--- config.mk ---
export PLATFORM = sky130hd
export DESIGN_NAME = psar_regs
export DESIGN_NICKNAME = d
export VERILOG_FILES = /design/src/hdl/psar_pkg.sv /design/src/hdl/psar_latch_bit.sv /design/src/hdl/psar_regs.sv
export SDC_FILE = /design/constraint.sdc
export NUM_CORES = 1
export LEC_CHECK = 0
export ABC_AREA = 0
export ABC_CLOCK_PERIOD_IN_PS = 2400
export BUFFER_PORTS_ARGS = -buffer_cell sky130_fd_sc_hd__buf_2
export CAP_MARGIN = 10
export CORE_UTILIZATION = 52
export CTS_CLUSTER_DIAMETER = 150
export DETAILED_ROUTE_END_ITERATION = 8
export GPL_TIMING_DRIVEN = 1
export PLACE_DENSITY = 0.86
export SLEW_MARGIN = 20
export SYNTH_ARGS = -nofsm -noshare
export SYNTH_HDL_FRONTEND = slang
export SYNTH_SLANG_ARGS = --single-unit
--- constraint.sdc ---
create_clock -name mclk -period 2.4 [get_ports mclk]
set_input_delay 0.24 -clock mclk [delete_from_list [all_inputs] [get_ports mclk]]
set_output_delay 0.24 -clock mclk [all_outputs]
set_load 0.02 [all_outputs]
--- src/hdl/psar_pkg.sv ---
// Constants for the PHY status, identifier and advertisement registers
package psar_pkg;
	// ********************************************************
	// Register indexes
	// ********************************************************
	localparam logic [4:0] IDX_BASIC_STATUS = 5'h01;
	localparam logic [4:0] IDX_IDENT_HIGH = 5'h02;
	localparam logic [4:0] IDX_IDENT_LOW = 5'h03;
	localparam logic [4:0] IDX_ADVERTISE = 5'h04;

	// ********************************************************
	// Basic status fields
	// ********************************************************
	localparam int ST_T4 = 15;
	localparam int ST_TX_FD = 14;
	localparam int ST_TX_HD = 13;
	localparam int ST_10_FD = 12;
	localparam int ST_10_HD = 11;
	localparam int ST_AN_DONE = 5;
	localparam int ST_REM_FAULT = 4;
	localparam int ST_AN_ABLE = 3;
	localparam int ST_LINK = 2;
	localparam int ST_JABBER = 1;
	localparam int ST_EXT_CAP = 0;

	// ********************************************************
	// Advertisement fields
	// ********************************************************
	localparam int ADV_REM_FAULT = 13;
	localparam int ADV_PAUSE_LO = 10;
	localparam int ADV_ABIL_LO = 5;
	localparam int ADV_SEL_LO = 0;
	localparam logic [15:0] ADV_WR_MASK = 16'h2de0 | 16'h001f;

	// Pause encodings
	localparam logic [1:0] PAUSE_NONE = 2'h0;
	localparam logic [1:0] PAUSE_SYM = 2'h1;
	localparam logic [1:0] PAUSE_ASYM = 2'h2;
	localparam logic [1:0] PAUSE_BOTH = 2'h3;

	// ********************************************************
	// Reset values
	// ********************************************************
	// Identifier defaults are arbitrary neutral values
	localparam logic [15:0] RST_IDENT_HIGH = 16'h1234;
	localparam logic [5:0] RST_OUI_HI = 6'h15;
	localparam logic [5:0] RST_MODEL = 6'h2a;
	localparam logic [3:0] RST_REVISION = 4'h1;
	localparam logic [15:0] RST_ADVERTISE = 16'h01e1;

	// Manager states
	typedef enum logic [1:0] {
		PS_IDLE = 2'b00,
		PS_READ = 2'b01,
		PS_WRITE = 2'b11
	} psar_state_t;
endpackage : psar_pkg

--- src/hdl/psar_latch_bit.sv ---
// Latch-high or latch-low status bit reloaded with the live level by a read
`timescale 1ns/1ns
`default_nettype none
module psar_latch_bit #(
	parameter bit LATCH_HIGH = 1'b1
) (
	input wire logic mclk,
	input wire logic rst_n,
	input wire logic live,
	input wire logic readDone,
	output logic held
);
	// ********************************************************
	// Sticky level
	// ********************************************************
	logic event_now;
	logic next_held;
	assign event_now = LATCH_HIGH ? live : ~live;
	// Event beats the read reload; reload shows the live level
	assign next_held = event_now ? LATCH_HIGH :
		(readDone ? live : held);

	// Held value register
	always_ff @(posedge mclk or negedge rst_n) begin
		if (!rst_n) begin
			held <= 1'b0;
		end else begin
			held <= next_held;
		end
	end
endmodule : psar_latch_bit
`default_nettype wire

--- src/hdl/psar_regs.sv ---
// PHY basic status, identifier and advertisement registers
`timescale 1ns/1ns
`default_nettype none
module psar_regs (
	input wire logic mclk,
	input wire logic rst_n,
	input wire logic mgmtRead,
	input wire logic mgmtWrite,
	input wire logic [4:0] mgmtIndex,
	input wire logic [15:0] mgmtWdata,
	input wire logic anComplete,
	input wire logic remoteFault,
	input wire logic linkUp,
	input wire logic jabber,
	input wire logic partnerSym,
	input wire logic partnerAsym,
	output logic [15:0] mgmtRdata,
	output logic mgmtAck,
	output logic mgmtHit,
	output logic [15:0] advertWord,
	output logic [1:0] pauseResolved
);
	import psar_pkg::*;

	// ********************************************************
	// State and storage
	// ********************************************************
	psar_state_t state;
	psar_state_t next_state;
	logic anDone;
	logic [15:0] identHigh;
	logic [5:0] ouiHigh;
	logic [5:0] modelNum;
	logic [3:0] revNum;
	logic [15:0] advertise;
	logic remFaultHeld;
	logic linkHeld;
	logic jabberHeld;

	// ********************************************************
	// Index decode
	// ********************************************************
	wire hitStatus = (mgmtIndex == IDX_BASIC_STATUS);
	wire hitIdHigh = (mgmtIndex == IDX_IDENT_HIGH);
	wire hitIdLow = (mgmtIndex == IDX_IDENT_LOW);
	wire hitAdv = (mgmtIndex == IDX_ADVERTISE);
	wire hitAny = hitStatus | hitIdHigh | hitIdLow | hitAdv;
	wire takeRead = (state == PS_IDLE) & mgmtRead;
	wire takeWrite = (state == PS_IDLE) & mgmtWrite & ~mgmtRead;
	wire statusReadDone = takeRead & hitStatus;

	// ********************************************************
	// Latched status bits
	// ********************************************************
	// remote fault latch
	psar_latch_bit #(.LATCH_HIGH(1'b1)) u_remfault (
		.mclk(mclk),
		.rst_n(rst_n),
		.live(remoteFault),
		.readDone(statusReadDone),
		.held(remFaultHeld)
	);

	psar_latch_bit #(.LATCH_HIGH(1'b0)) u_link (
		.mclk(mclk),
		.rst_n(rst_n),
		.live(linkUp),
		.readDone(statusReadDone),
		.held(linkHeld)
	);

	psar_latch_bit #(.LATCH_HIGH(1'b1)) u_jabber (
		.mclk(mclk),
		.rst_n(rst_n),
		.live(jabber),
		.readDone(statusReadDone),
		.held(jabberHeld)
	);

	// ********************************************************
	// Status word assembly
	// ********************************************************
	logic [15:0] statusWord;
	always_comb begin
		statusWord = 16'h0000;
		statusWord[ST_T4] = 1'b0;
		statusWord[ST_TX_FD] = 1'b1;
		statusWord[ST_TX_HD] = 1'b1;
		statusWord[ST_10_FD] = 1'b1;
		statusWord[ST_10_HD] = 1'b1;
		statusWord[ST_AN_DONE] = anDone;
		statusWord[ST_REM_FAULT] = remFaultHeld;
		statusWord[ST_AN_ABLE] = 1'b1;
		statusWord[ST_LINK] = linkHeld;
		statusWord[ST_JABBER] = jabberHeld;
		statusWord[ST_EXT_CAP] = 1'b1;
	end

	// Read data select, unmapped index reads zero
	wire [15:0] identLowWord = {ouiHigh, modelNum, revNum};
	wire [15:0] readMux = hitStatus ? statusWord :
		hitIdHigh ? identHigh :
		hitIdLow ? identLowWord :
		hitAdv ? advertise : 16'h0000;

	// ********************************************************
	// Pause resolution
	// ********************************************************
	wire [1:0] advPause = advertise[ADV_PAUSE_LO +: 2];
	logic [1:0] next_pause;
	always_comb begin
		case (advPause)
			PAUSE_NONE: next_pause = PAUSE_NONE;
			PAUSE_SYM: next_pause = partnerSym ? PAUSE_SYM : PAUSE_NONE;
			PAUSE_ASYM: next_pause = (partnerSym & partnerAsym) ?
				PAUSE_ASYM : PAUSE_NONE;
			PAUSE_BOTH: next_pause = partnerSym ? PAUSE_SYM :
				(partnerAsym ? PAUSE_ASYM : PAUSE_NONE);
			default: next_pause = PAUSE_NONE;
		endcase
	end

	// ********************************************************
	// Manager state machine
	// ********************************************************
	always_comb begin
		case (state)
			PS_IDLE: next_state = takeRead ? PS_READ :
				(takeWrite ? PS_WRITE : PS_IDLE);
			PS_READ: next_state = PS_IDLE;
			PS_WRITE: next_state = PS_IDLE;
			default: next_state = PS_IDLE;
		endcase
	end

	always_ff @(posedge mclk or negedge rst_n) begin
		if (!rst_n) begin
			state <= PS_IDLE;
		end else begin
			state <= next_state;
		end
	end

	// Answer registers
	always_ff @(posedge mclk or negedge rst_n) begin
		if (!rst_n) begin
			mgmtRdata <= 16'h0000;
			mgmtAck <= 1'b0;
			mgmtHit <= 1'b0;
		end else begin
			mgmtAck <= takeRead | takeWrite;
			if (takeRead | takeWrite) begin
				mgmtHit <= hitAny;
			end
			if (takeRead) begin
				mgmtRdata <= readMux;
			end
		end
	end

	// ********************************************************
	// Writable registers
	// ********************************************************
	// first identifier write
	always_ff @(posedge mclk or negedge rst_n) begin
		if (!rst_n) begin
			identHigh <= RST_IDENT_HIGH;
		end else if (takeWrite & hitIdHigh) begin
			identHigh <= mgmtWdata;
		end
	end

	always_ff @(posedge mclk or negedge rst_n) begin
		if (!rst_n) begin
			ouiHigh <= RST_OUI_HI;
			modelNum <= RST_MODEL;
		end else if (takeWrite & hitIdLow) begin
			ouiHigh <= mgmtWdata[15:10];
			modelNum <= mgmtWdata[9:4];
		end
	end

	always_ff @(posedge mclk or negedge rst_n) begin
		if (!rst_n) begin
			revNum <= RST_REVISION;
		end else if (takeWrite & hitIdLow) begin
			revNum <= mgmtWdata[3:0];
		end
	end

	wire [15:0] advNext = mgmtWdata & ADV_WR_MASK;
	always_ff @(posedge mclk or negedge rst_n) begin
		if (!rst_n) begin
			advertise <= RST_ADVERTISE;
		end else if (takeWrite & hitAdv) begin
			advertise <= advNext;
		end
	end

	// ********************************************************
	// Autoneg completion and outputs
	// ********************************************************
	// completion level
	always_ff @(posedge mclk or negedge rst_n) begin
		if (!rst_n) begin
			anDone <= 1'b0;
		end else begin
			anDone <= anComplete;
		end
	end

	always_ff @(posedge mclk or negedge rst_n) begin
		if (!rst_n) begin
			pauseResolved <= PAUSE_NONE;
		end else if (!anComplete) begin
			pauseResolved <= PAUSE_NONE;
		end else if (!anDone) begin
			pauseResolved <= next_pause;
		end
	end

	// Advertised word to the autoneg engine
	always_ff @(posedge mclk or negedge rst_n) begin
		if (!rst_n) begin
			advertWord <= RST_ADVERTISE;
		end else begin
			advertWord <= advertise;
		end
	end
endmodule : psar_regs
`default_nettype wire

=== Yosys cells after proc, flatten, opt, wreduce, memory -nomap -nowiden ===
Cells that the tools add are included.

* Bits of input ports: 31
* Output and inout port bits: 36
* Bits in read-only memories: 0
* Latch bits: 0
* Register bits after elaboration: 82
* Memories kept: 0
* Bits in writable memories: 0

* Magnitude comparators: 0
* Muxes and demuxes: 19
* Reductions and logical operators: 4
* Bitwise gates (word level): 13
* Equal/unequal tests: 9
* $add $sub $neg: 0
* Div/mod/pow operators: 0
* Multiply operators: 0
* Shift-type cells: 0

{| class="wikitable"
|+ Operators by type and width
! cell !! number
|-
| two-way mux 16 bit || 3
|-
| two-way mux 2 bit || 8
|-
| two-way mux 14 bit || 1
|-
| equality test 5 x 2 -> 1 bit (second input constant) || 2
|-
| AND 1 bit || 8
|-
| case mux 2 bit (4 select lines) || 1
|-
| two-way mux 1 bit || 6
|-
| equality test 5 x 1 -> 1 bit (second input constant) || 1
|-
| equality test 5 x 3 -> 1 bit (second input constant) || 1
|-
| equality test 2 bit (second input constant) || 2
|-
| logical NOT 2 bit || 2
|-
| bitwise OR 1 bit || 4
|-
| nonzero test 2 bit || 2
|-
| equality test 2 x 1 -> 1 bit (second input constant) || 1
|-
| inequality test 2 x 1 -> 1 bit (second input constant) || 1
|-
| inequality test 2 bit (second input constant) || 1
|-
| NOT 1 bit || 1
|}

=== Depth between registers and ports, before layout ===
Gate-level depths: netlist (run 1).

* Depth after elaboration: 6
* Mapped depth: 7

=== Modules after synthesis ===
Synthesis (run 1) repeated with hierarchy kept, for this count alone.

* Cells, all modules: 281
* Area, all modules: 3510.9 um^2

{| class="wikitable"
|+ By module, submodules not included
! module !! cells an instance !! sequential area each (um^2) !! times used !! area each (um^2)
|-
| psar_regs || 273 || 2004.4 || 1 || 3405.8
|-
| psar_latch_bit at u_jabber ... || 3 || 25.0 || 2 || 36.3
|-
| psar_latch_bit at u_link || 2 || 25.0 || 1 || 32.5
|}

=== Worst setup path after synthesis (run 1) ===
Ideal clock, no wire load.

* Path type: input -> register
* Start point: input mgmtIndex[3]
* End point: register identHigh[10]
* Required time: 2275 ps
* Path slack: 534 ps
* Cell stages on the path: 5
* Data arrival time: 1741 ps
* Path through: or4b_4 > buf_6 > nor3b_4 > buf_8 > mux2_4

* Word-level cells in the longest chain between the ends: 2

{| class="wikitable"
|+ RTL lines
! element !! RTL line !! source
|-
| start: declaration || psar_regs.sv:9 || <nowiki>input wire logic [4:0] mgmtIndex,</nowiki>
|-
| equality test 5 x 2 -> 1 bit || psar_regs.sv:44 || <nowiki>wire hitIdHigh = (mgmtIndex == IDX_IDENT_HIGH);</nowiki>
|-
| AND 1 bit || psar_regs.sv:168 || <nowiki>end else if (takeWrite & hitIdHigh) begin</nowiki>
|-
| end signal: assignment || psar_regs.sv:169 || <nowiki>identHigh <= mgmtWdata;</nowiki>
|-
| end: declaration || psar_regs.sv:31 || <nowiki>logic [15:0] identHigh;</nowiki>
|}

No other way between the ends.
A chain may end at the register's enable or synchronous reset.

=== Worst setup path after layout (run 1) ===
* Start point: register state[1]
* End point: register identHigh[0]

* Word-level cells in the longest chain between the ends: 4

{| class="wikitable"
|+ RTL lines
! element !! RTL line !! source
|-
| start: declaration || psar_regs.sv:28 || <nowiki>psar_state_t state;</nowiki>
|-
| start signal: assignment || psar_regs.sv:140 || <nowiki>state <= next_state;</nowiki>
|-
| logical NOT 2 bit || psar_regs.sv:49 || <nowiki>wire takeWrite = (state == PS_IDLE) & mgmtWrite & ~mgmtRead;</nowiki>
|-
| AND 1 bit (2 in series) || psar_regs.sv:49 ||
|-
| AND 1 bit || psar_regs.sv:168 ||
|}

No other way between the ends.

==> results.cfg, run 1 <==
[outcome]
status = finished, violations left
violations = DRC

[clocking]
clkSlewWorstSetupHoldPaths_ns = 0.08
cts-root-buf = clkbuf_8
worstSkewPairLatency_ns = 0.35
cts.sinks = 82
cts_tree = yes
cts_resized = 0
cts_max_path_buffers = 2
cts_buffers = 9
cts_hold_buf = 0
htree_levels = 3
cts_setup_buffers = 0

[timing]
rsz0062_at_grt = false
fin_worst_hold_slack_ns = 0.01866
min_period_over_period_pct = 81.23
worst_pin_slew_ns = 0.9818
hold_viol = 0
fin_worst_skew_ns = 0.007555
finalSetupViolations = 0
timing.setup.tns_ns = 0
fmax_mhz = 512.9
relSlewSlack_pct = 34.55
drv_slew = 0
fin_crit_ns = 1.950

[grt]
grt_util_all_layers_pct = 22.36
antenna_found_initial = 0
grt_overflow = 0
grt_first_pass_wirelength_um = 11690
first_global_vias = 2372
grt_max_degree = 83

[pwr]
leakagePower_uw = 0.001932
total_power_uw = 3093
power_density_nw_per_um2 = 774.0
worst_ir_drop_vdd_mv = 0.4079

[setup_path]
critical-path-top-delay-family = simple AND/OR/NAND/NOR gates
worstPathRequired_ns = 2.64
crit_type = reg -> reg
critPathMaxStageDelay_ns = 0.49
critPathSlowestCell = nor4b_2
reg2reg_depth = 4
worstSetupEndpointType = flip-flop
cp.depth = 4
worstPathMaxFanout = 12
cp-start-kind = flip-flop
path_cells = nor4b_2 -> nor3b_4 -> buf_4 -> mux2_2
cp_data_arrival_time_ns = 2.19
crit_buf_inv = 1

[finish]
nNetsFinal = 347
fin_cells = 398
syn2layout_area_growth_pct = 17.51
diodes = 0
final_util_pct = 63.30
drive_gt1_share_pct = 51.09

[synthesis]
yosys_warnings = 0
ys_ff_latch = 82
ys_types = 35
syn_area_per_cell_sq_um = 13.60
syn_inst = 250
synthesis.area_sq_um = 3401
ys_seq_area_share_pct = 61.15

[detailed_routing]
postRouteAntennaNets = 0
vias = 2256
vias_per_cell = 5.668
drc_errors = 2
drt_iter0_markers = 126
wl_per_cell_um = 17.68
first_pass_iters = 6
wirelength_um = 7038

[die]
die_h_um = 82.87
start_util_pct = 53.86
dieArea_sq_um = 6867
coreArea_sq_um = 6314
boundaryPins = 67
rows = 29
fp.dieW_um = 82.87

[placement]
place.gp.congestion = 0.7402
dp.cells = 382
place.detailed.hpwl_um = 4703
io_buffers = 62

[hold_path]
hold_class = in -> async

[flow_run]
drv_cap = 0
[worst register-to-register path: stages, from the launching register on]
cell,delay (ns)
dfrtp_1,0.39
nor4b_2,0.49
nor3b_4,0.29
buf_4,0.28
mux2_2,0.38
[synth_stat cells (all sizes together)]
cell type   n  area share (%)
or3b        1            0.26
nand3       3            0.44
xor2        1            0.26
dfrtp      60              44
nor2        5            0.55
o21a        2            0.44
nor4b       2            0.70
and2        3            0.55
o21ai      19             2.8
clkbuf      7            0.77
dfstp      22              17
nand2      23             2.5
a21o        2            0.44
mux2       53              19
conb        1            0.11
a221oi      7             1.8
mux2i       5             1.5
o32ai       1            0.26
inv         2            0.22
nor3        2            0.29
o41ai       1            0.26
o22a        1            0.26
buf        10             2.2
a21oi      11             1.6
or4b        1            0.40
or3         1            0.18
nor3b       3             1.1
nor2b       1            0.18
[layout by cell type (no fill, tap or decap), types with 2 or more instances in the layout]
master     Yosys  layout
nand2_1       23      23
and2_1         3       3
nor4b_2        1       2
bufinv_16      0       2
mux2_4        10      10
buf_4          4       8
dfrtp_1       60      60
conb_1         1       4
a21o_1         2       2
mux2_2        43      43
nor2_1         5       5
nor3b_2        1       2
a21oi_1       11      11
o21a_1         2       2
buf_2          4      61
inv_1          2       2
dfstp_2       22      22
clkbuf_1       7       3
o21ai_0       19      19
a221oi_1       7       7
clkbuf_8       0      10
mux2i_1        5       5
nand3_1        3       3
nor3_1         2       2
[final timing paths]
kind / startpoint / slack, ns / endpoint
worst min-delay path: rst_n / 0.02 / advertWord[2]
worst max-delay path: state[1] / 0.45 / identHigh[0]
worst min register to register: advertise[5] / 0.37 / advertWord[5]
max in group asynchronous: rst_n / 1.72 / advertise[2]
worst max register to register: state[1] / 0.45 / identHigh[0]
min in group mclk: anComplete / 0.02 / anDone
[layer usage]
layer	vias up	GRT usage, %	part of all wire (%)
li1	1015	-	-
met5	-	0	0
met3	14	4.076	5.0
met1	1143	28.86	43
met4	0	13.01	2.4
met2	84	35.62	49
[per-stage QoR]
step	setup slack (ns)	area, sq um
2_1_floorplan	0.5340	3412
5_1_grt	0.3593	3996
4_1_cts	0.4957	3996
3_5_place_dp	0.4013	3782
6_report	0.4505	3996
3_3_place_gp	0.4448	3782
[sequential cells by signal, summed over array words and instances (netlist names)]
register         cells
modelNum             6
state                2
u_jabber.held        1
ouiHigh              6
u_remfault.held      1
revNum               4
mgmtHit              1
advertise           12
mgmtRdata           16
identHigh           16
advertWord          12
pauseResolved        2
mgmtAck              1
anDone               1
u_link.held          1
[cells by family (layout without fill, tap and decap cells)]
kind of cell	count (synthesis)	after routing	synth area share, %
muxes	58	58	20.12
buffers and inverters	19	87	3.238
and+or+nand+nor	45	45	7.248
xor gates and xnor gates	1	1	0.2576
AOI/OAI and AO/OA	44	44	7.873
DFF	82	82	61.15
other	1	4	0.1103
[layout make-up]
cell class	count	area (sq um)
flip-flops and latches	82	2079
clock inverters	3	65.06
well taps	77	96.34
fillers	502	2317
inverters	2	7.507
repair buffers	69	365.4
clock buffers	13	148.9
multi-input cells	152	1234
[power breakdown]
group	internal [uW]	leakage, uW	total [uW]	switching, uW
clock network	615	0.000108	1080	467
logic	173	0.000793	394	221
registers	1540	0.00103	1620	74.6
total	2330	0.00193	3090	763
Power figures use the tool's default switching activity.
==> run 2: changes to the inputs <==
Settings changed: ABC_AREA 0 to 1, ABC_CLOCK_PERIOD_IN_PS 2400 to 1600, CORE_UTILIZATION 52 to 50.
Clock period 2.4 ns to 1.6 ns, I/O delays scaled along.
==> results.cfg, run 2 <==
[clocking]
worstSkewPairLatency_ns = 0.35
clkSlewWorstSetupHoldPaths_ns = 0.07
cts_max_path_buffers = 2
cts_buffers = 9
cts_tree = yes
htree_levels = 3
cts-root-buf = clkbuf_8
cts.sinks = 82

[placement]
place.gp.congestion = 0.8513
place.detailed.hpwl_um = 5642
dp.cells = 542
io_buffers = 62

[die]
die_h_um = 88.02
rows = 30
fp.dieW_um = 88.02
boundaryPins = 67
dieArea_sq_um = 7748
start_util_pct = 52.99
coreArea_sq_um = 6982

[timing]
drv_slew = 0
fin_crit_ns = 1.462
fmax_mhz = 683.9
min_period_over_period_pct = 91.39
finalSetupViolations = 0
timing.setup.tns_ns = 0
hold_viol = 0
fin_worst_skew_ns = 0.009367
rsz0062_at_grt = false

[finish]
nNetsFinal = 492
final_common_cell = nand2_1
top_regs = identHigh: 16 flops, mgmtRdata: 16 flops
regArea_sq_um = 2079
syn2layout_area_growth_pct = 19.14
multi_input_area_sq_um = 1358
fillers = 562
fin_cells = 562
final_cell_mix = 107 x nand2_1, 61 x buf_2, 60 x dfrtp_1
diodes = 0
drive_gt1_share_pct = 34.98

[setup_path]
r2r_start = state[0]
cp-start-kind = flip-flop
crit_start = state[0]
crit_type = reg -> reg
worstPathRequired_ns = 1.84
worstSetupEndpointType = flip-flop
cp_data_arrival_time_ns = 1.70
worstPathMaxFanout = 32

[synthesis]
synth.area.top_cells = dfrtp_1 41%, dfstp_2 16%, nand2_1 11%, o21ai_2 7.6%, nand4_1 4.1%
yosysTopAreaCellShare_pct = 40.58
ys.flop_type = dfrtp_1
synthesis.area_sq_um = 3700
netlist_top_cells_count = 107 x nand2_1, 60 x dfrtp_1, 34 x nor2_1, 32 x o21ai_2, 29 x inv_1
synth_most_common_cell = nand2_1
synth-edff-count = 0
ys_seq_area_share_pct = 56.21
ys_async_sr_fraction_pct = 100.0
syn_area_per_cell_sq_um = 9.511
yosys_warnings = 0
syn_inst = 389
ys_ff_latch = 82
ys_types = 26
yosys.area.top_type = dfrtp_1

[detailed_routing]
drc_errors = 0
vias_per_cell = 5.137
wirelength_um = 8045
wl_met3_um = 570
vias = 2887
wl_per_cell_um = 14.31
topRoutingLayerUsed = met4
postRouteAntennaNets = 0
wl_met1_um = 3502
drt_iter0_markers = 246
routed-wl-met2_um = 3797
first_pass_iters = 4

[pwr]
seqPwrFrac_pct = 48.5
leakagePower_uw = 0.002250
switchingPower_uw = 1375
power_density_nw_per_um2 = 1163
worst_ir_drop_vdd_mv = 0.4546
p_sw_share_pct = 26.82
p_comb_share_pct = 16.0
p_int_uw = 3751
clockPowerShare_pct = 35.5

[flow_run]
drv_cap = 0

[grt]
grt_util_all_layers_pct = 22.34
grt_overflow = 0
grt_first_pass_wirelength_um = 13030
first_global_vias = 2770
grt_max_degree = 39
antenna_found_initial = 0

[outcome]
status = complete, no violations

[hold_path]
hold_class = in -> reg
min_from = linkUp
==> run 2: cell count changes in the layout (fill, tap and decap cells not counted), sizes merged, moves of 4 or more <==
| cell | before | now |
|---|---|---|
| nand4 | 0 | 24 |
| o21ai | 19 | 51 |
| a21oi | 11 | 0 |
| buf | 69 | 75 |
| mux2i | 5 | 0 |
| nand3 | 3 | 21 |
| nand2 | 23 | 110 |
| inv | 2 | 33 |
| nor2 | 5 | 41 |
| mux2 | 53 | 0 |
| dlygate4sd3 | 0 | 4 |
| a221oi | 7 | 0 |
==> run 2: cell type report <==
cell class	count	area share, %
clock buffers	11	3.435
flip-flops and latches	82	47.18
well taps	96	2.725
repair buffers	79	10.79
clock inverters	5	2.271
multi-input cells	256	30.80
inverters	33	2.810
==> run 2: path summary, 6_finish.rpt <==
path | cells after the start | endpoint | slack [ns]
setup / recovery | 7 | ouiHigh[3] | 0.14
hold / removal | 2 | u_link.held | 0.03
setup reg to reg | 7 | ouiHigh[3] | 0.14
hold reg to reg | 0 | advertWord[7] | 0.37
max in group asynchronous | 3 | identHigh[4] | 0.71
min in group asynchronous | 2 | advertise[11] | 0.25
==> run 2: worst max-delay path, cell delays in order (launching register included) <==
cell and delay (ns):
dfrtp_1 0.38, nor2_1 0.13, nand2_1 0.15, nor2_4 0.25, nand2_2 0.10, buf_12 0.18, nand2_1 0.09, o21ai_2 0.06
==> run 2: cells by family after synthesis <==
group                     share of synthesized area [%]
other                                            0.1014
DFF                                               56.21
and+or+nand+nor                                   25.06
AOI/OAI and AO/OA                                 10.75
buffers and inverters                             7.643
xor gates and xnor gates                         0.2368
==> run 2: repair_timing <==
action / in CTS / in global routing
endpoints found under the hold margin: 27 / 0
setup endpoints to repair: 0 / 4
setup buffers: 0 / 0
gates resized for setup: 0 / 1
hold buffers: 4 / 0
==> run 2: per-stage QoR <==
stage	total power [uW]	worst slack (ns)	cell area, sq um	util [%]	hold slack [ns]
after CTS	5157	0.1094	4399	63.01	0.02998
after detailed placement	3327	0.1199	4108	58.84	0.08622
after global routing	5343	0.03846	4408	63.14	0.03995
after global placement	3288	0.1954	4108	58.84	0.08096
after floorplan	3000	0.3275	3711	-	-0.1356
final	5126	0.1378	4408	63.14	0.03437
==> run 2: layer usage <==
layer | up-vias | GRT usage [%]
li1 | 1397 | -
met1 | 1348 | 28.90
met2 | 123 | 35.94
met3 | 19 | 6.126
met4 | 0 | 8.651
met5 | - | 0
==> run 2: power by group through the flow <==
| stage | registers, uW | clock network, uW | logic [uW] |
|---|---|---|---|
| 3_3_place_gp | 2510 | 0 | 780 |
| 3_5_place_dp | 2520 | 0 | 809 |
| 5_1_grt | 2510 | 1930 | 907 |
| 6_report | 2480 | 1820 | 821 |
| 2_1_floorplan | 2620 | 0 | 381 |
| 4_1_cts | 2480 | 1850 | 825 |
==> run 3: changes to the inputs <==
Settings changed: ABC_AREA 1 to not set, CORE_UTILIZATION 50 to 49, CTS_CLUSTER_SIZE set to 12, PLACE_DENSITY 0.86 to 0.85.
==> results.cfg, run 3 (same netlist as run 1, synthesis figures left out) <==
[timing]
timing.setup.tns_ns = -1.081
fin_crit_ns = 1.673
hold_viol = 0
fin_worst_skew_ns = 0.01029
fmax_mhz = 597.9
rsz0062_at_grt = true
min_period_over_period_pct = 104.5
drv_slew = 0
finalSetupViolations = 26
setup_slack_ns = -0.07253

[finish]
final_area_sq_um = 4235
top_regs = identHigh: 16 flops, mgmtRdata: 16 flops
diodes = 0
fillers = 475
final_common_cell = buf_2
final_util_pct = 64.85
regArea_sq_um = 2079
drive_gt1_share_pct = 53.51
final_cell_mix = 61 x buf_2, 60 x dfrtp_1, 37 x mux2_2
multi_input_area_sq_um = 1267
nNetsFinal = 368
syn2layout_area_growth_pct = 24.54

[detailed_routing]
drc_errors = 0
wl_per_cell_um = 17.18
drt_iter0_markers = 168
vias = 2247
first_pass_iters = 4
vias_per_cell = 5.363
wirelength_um = 7198
postRouteAntennaNets = 0

[placement]
io_buffers = 62
place.detailed.hpwl_um = 4940
place.gp.congestion = 0.8046
post_dp_cell_area_sq_um = 3949

[pwr]
seqPwrFrac_pct = 52.6
switchingPower_uw = 1144
worst_ir_drop_vdd_mv = 0.5565
power_density_nw_per_um2 = 1088
p_int_uw = 3466
p_comb_share_pct = 13.9
clockPowerShare_pct = 33.5
leakagePower_uw = 0.002058
p_sw_share_pct = 24.83

[die]
fp.dieW_um = 85.31
dieArea_sq_um = 7278
coreArea_sq_um = 6531
boundaryPins = 67
die_h_um = 85.31
start_util_pct = 52.07
rows = 29

[setup_path]
cp_data_arrival_time_ns = 1.90
cp-start-kind = flip-flop
worstSetupEndpoint = identHigh[14]
reg2reg_depth = 4
crit_start = state[1]
crit_type = reg -> reg
critical-path-top-delay-family = simple AND/OR/NAND/NOR gates
r2r_start = state[1]
worstPathRequired_ns = 1.83
worstSetupEndpointType = flip-flop
reg2reg_to = identHigh[14]
rrSetupSlack_ns = -0.07
worstPathMaxFanout = 8
cp.depth = 4
critPathSlowestCell = dfrtp_1
critPathMaxStageDelay_ns = 0.42
path_cells = nor4b_4 -> nor3b_4 -> buf_6 -> mux2_4
crit_buf_inv = 1

[grt]
grt_overflow = 0
first_global_vias = 2415
grt_max_degree = 34
grt_first_pass_wirelength_um = 11900
antenna_found_initial = 0
grt_util_all_layers_pct = 21.74

[clocking]
clkSlewWorstSetupHoldPaths_ns = 0.08
cts_max_path_buffers = 2
htree_levels = 3
cts.sinks = 82
worstSkewPairLatency_ns = 0.35
cts_buffers = 9
cts_tree = yes
cts-root-buf = clkbuf_8

[flow_run]
drv_cap = 0

[outcome]
violations = setup timing
status = finished, violations left

[hold_path]
hold_class = in -> reg
[run 3: cell types whose count changed in the layout (fill, tap and decap cells not counted), sizes merged, moves of 18 or more]
cell and change:
inv -31, mux2 +53, nand2 -87, nand3 -18, nand4 -24, nor2 -36
o21ai -32
[run 3: per-layer routing]
metal | track usage (%) | vias up | part of all wire (%)
met5 | 0 | - | 0
met4 | 6.515 | 0 | 0.67
met3 | 4.669 | 5 | 5.0
met2 | 35.19 | 73 | 50
met1 | 29.79 | 1120 | 45
li1 | - | 1049 | -
[run 3: power by group through the flow]
stage | registers [uW] | logic [uW] | clock network (uW)
after floorplan | 2520 | 295 | 0
after global placement | 2450 | 602 | 0
after detailed placement | 2460 | 624 | 0
after CTS | 2430 | 640 | 1570
after global routing | 2450 | 695 | 1660
final | 2430 | 641 | 1540
[run 3: worst min-delay path by stage]
stage	from	endpoint	slack (ns)	depth (start not counted)
after detailed placement	rst_n	advertise[4]	0.06	1
after global placement	rst_n	advertise[4]	0.06	1
after CTS	linkUp	u_link.held	0.03	2
after floorplan	rst_n	advertWord[10]	-0.14	0
final	linkUp	u_link.held	0.04	2
after global routing	mgmtWdata[9]	identHigh[9]	0.05	2
[run 3: area by class of cell]
class | instances | share of cell area (%)
Multi-Input combinational cell | 152 | 29.93
Clock inverter | 2 | 0.8272
Tap cell | 77 | 2.275
Timing Repair Buffer | 90 | 13.62
Clock buffer | 14 | 4.077
Inverter | 2 | 0.1773
Sequential cell | 82 | 49.10
[run 3: repair_timing]
action | CTS | global route
hold buffers | 4 | 0
resized for setup | 5 | 8
cloned | 1 | 0
pin swaps | 1 | 1
endpoints found under the setup margin | 26 | 38
hold endpoints to repair | 55 | 0
setup buffers | 2 | 0
[run 3: stage by stage]
step           setup slack, ns  total power, uW  instances  hold slack, ns
2_1_floorplan          -0.1695             2816        253         -0.1356
3_3_place_gp           -0.1007             3053        398         0.05573
3_5_place_dp           -0.1541             3083        398         0.05900
4_1_cts               -0.09603             4635        421         0.02975
5_1_grt                -0.1117             4809        419         0.05362
6_report              -0.07253             4610        419         0.03524
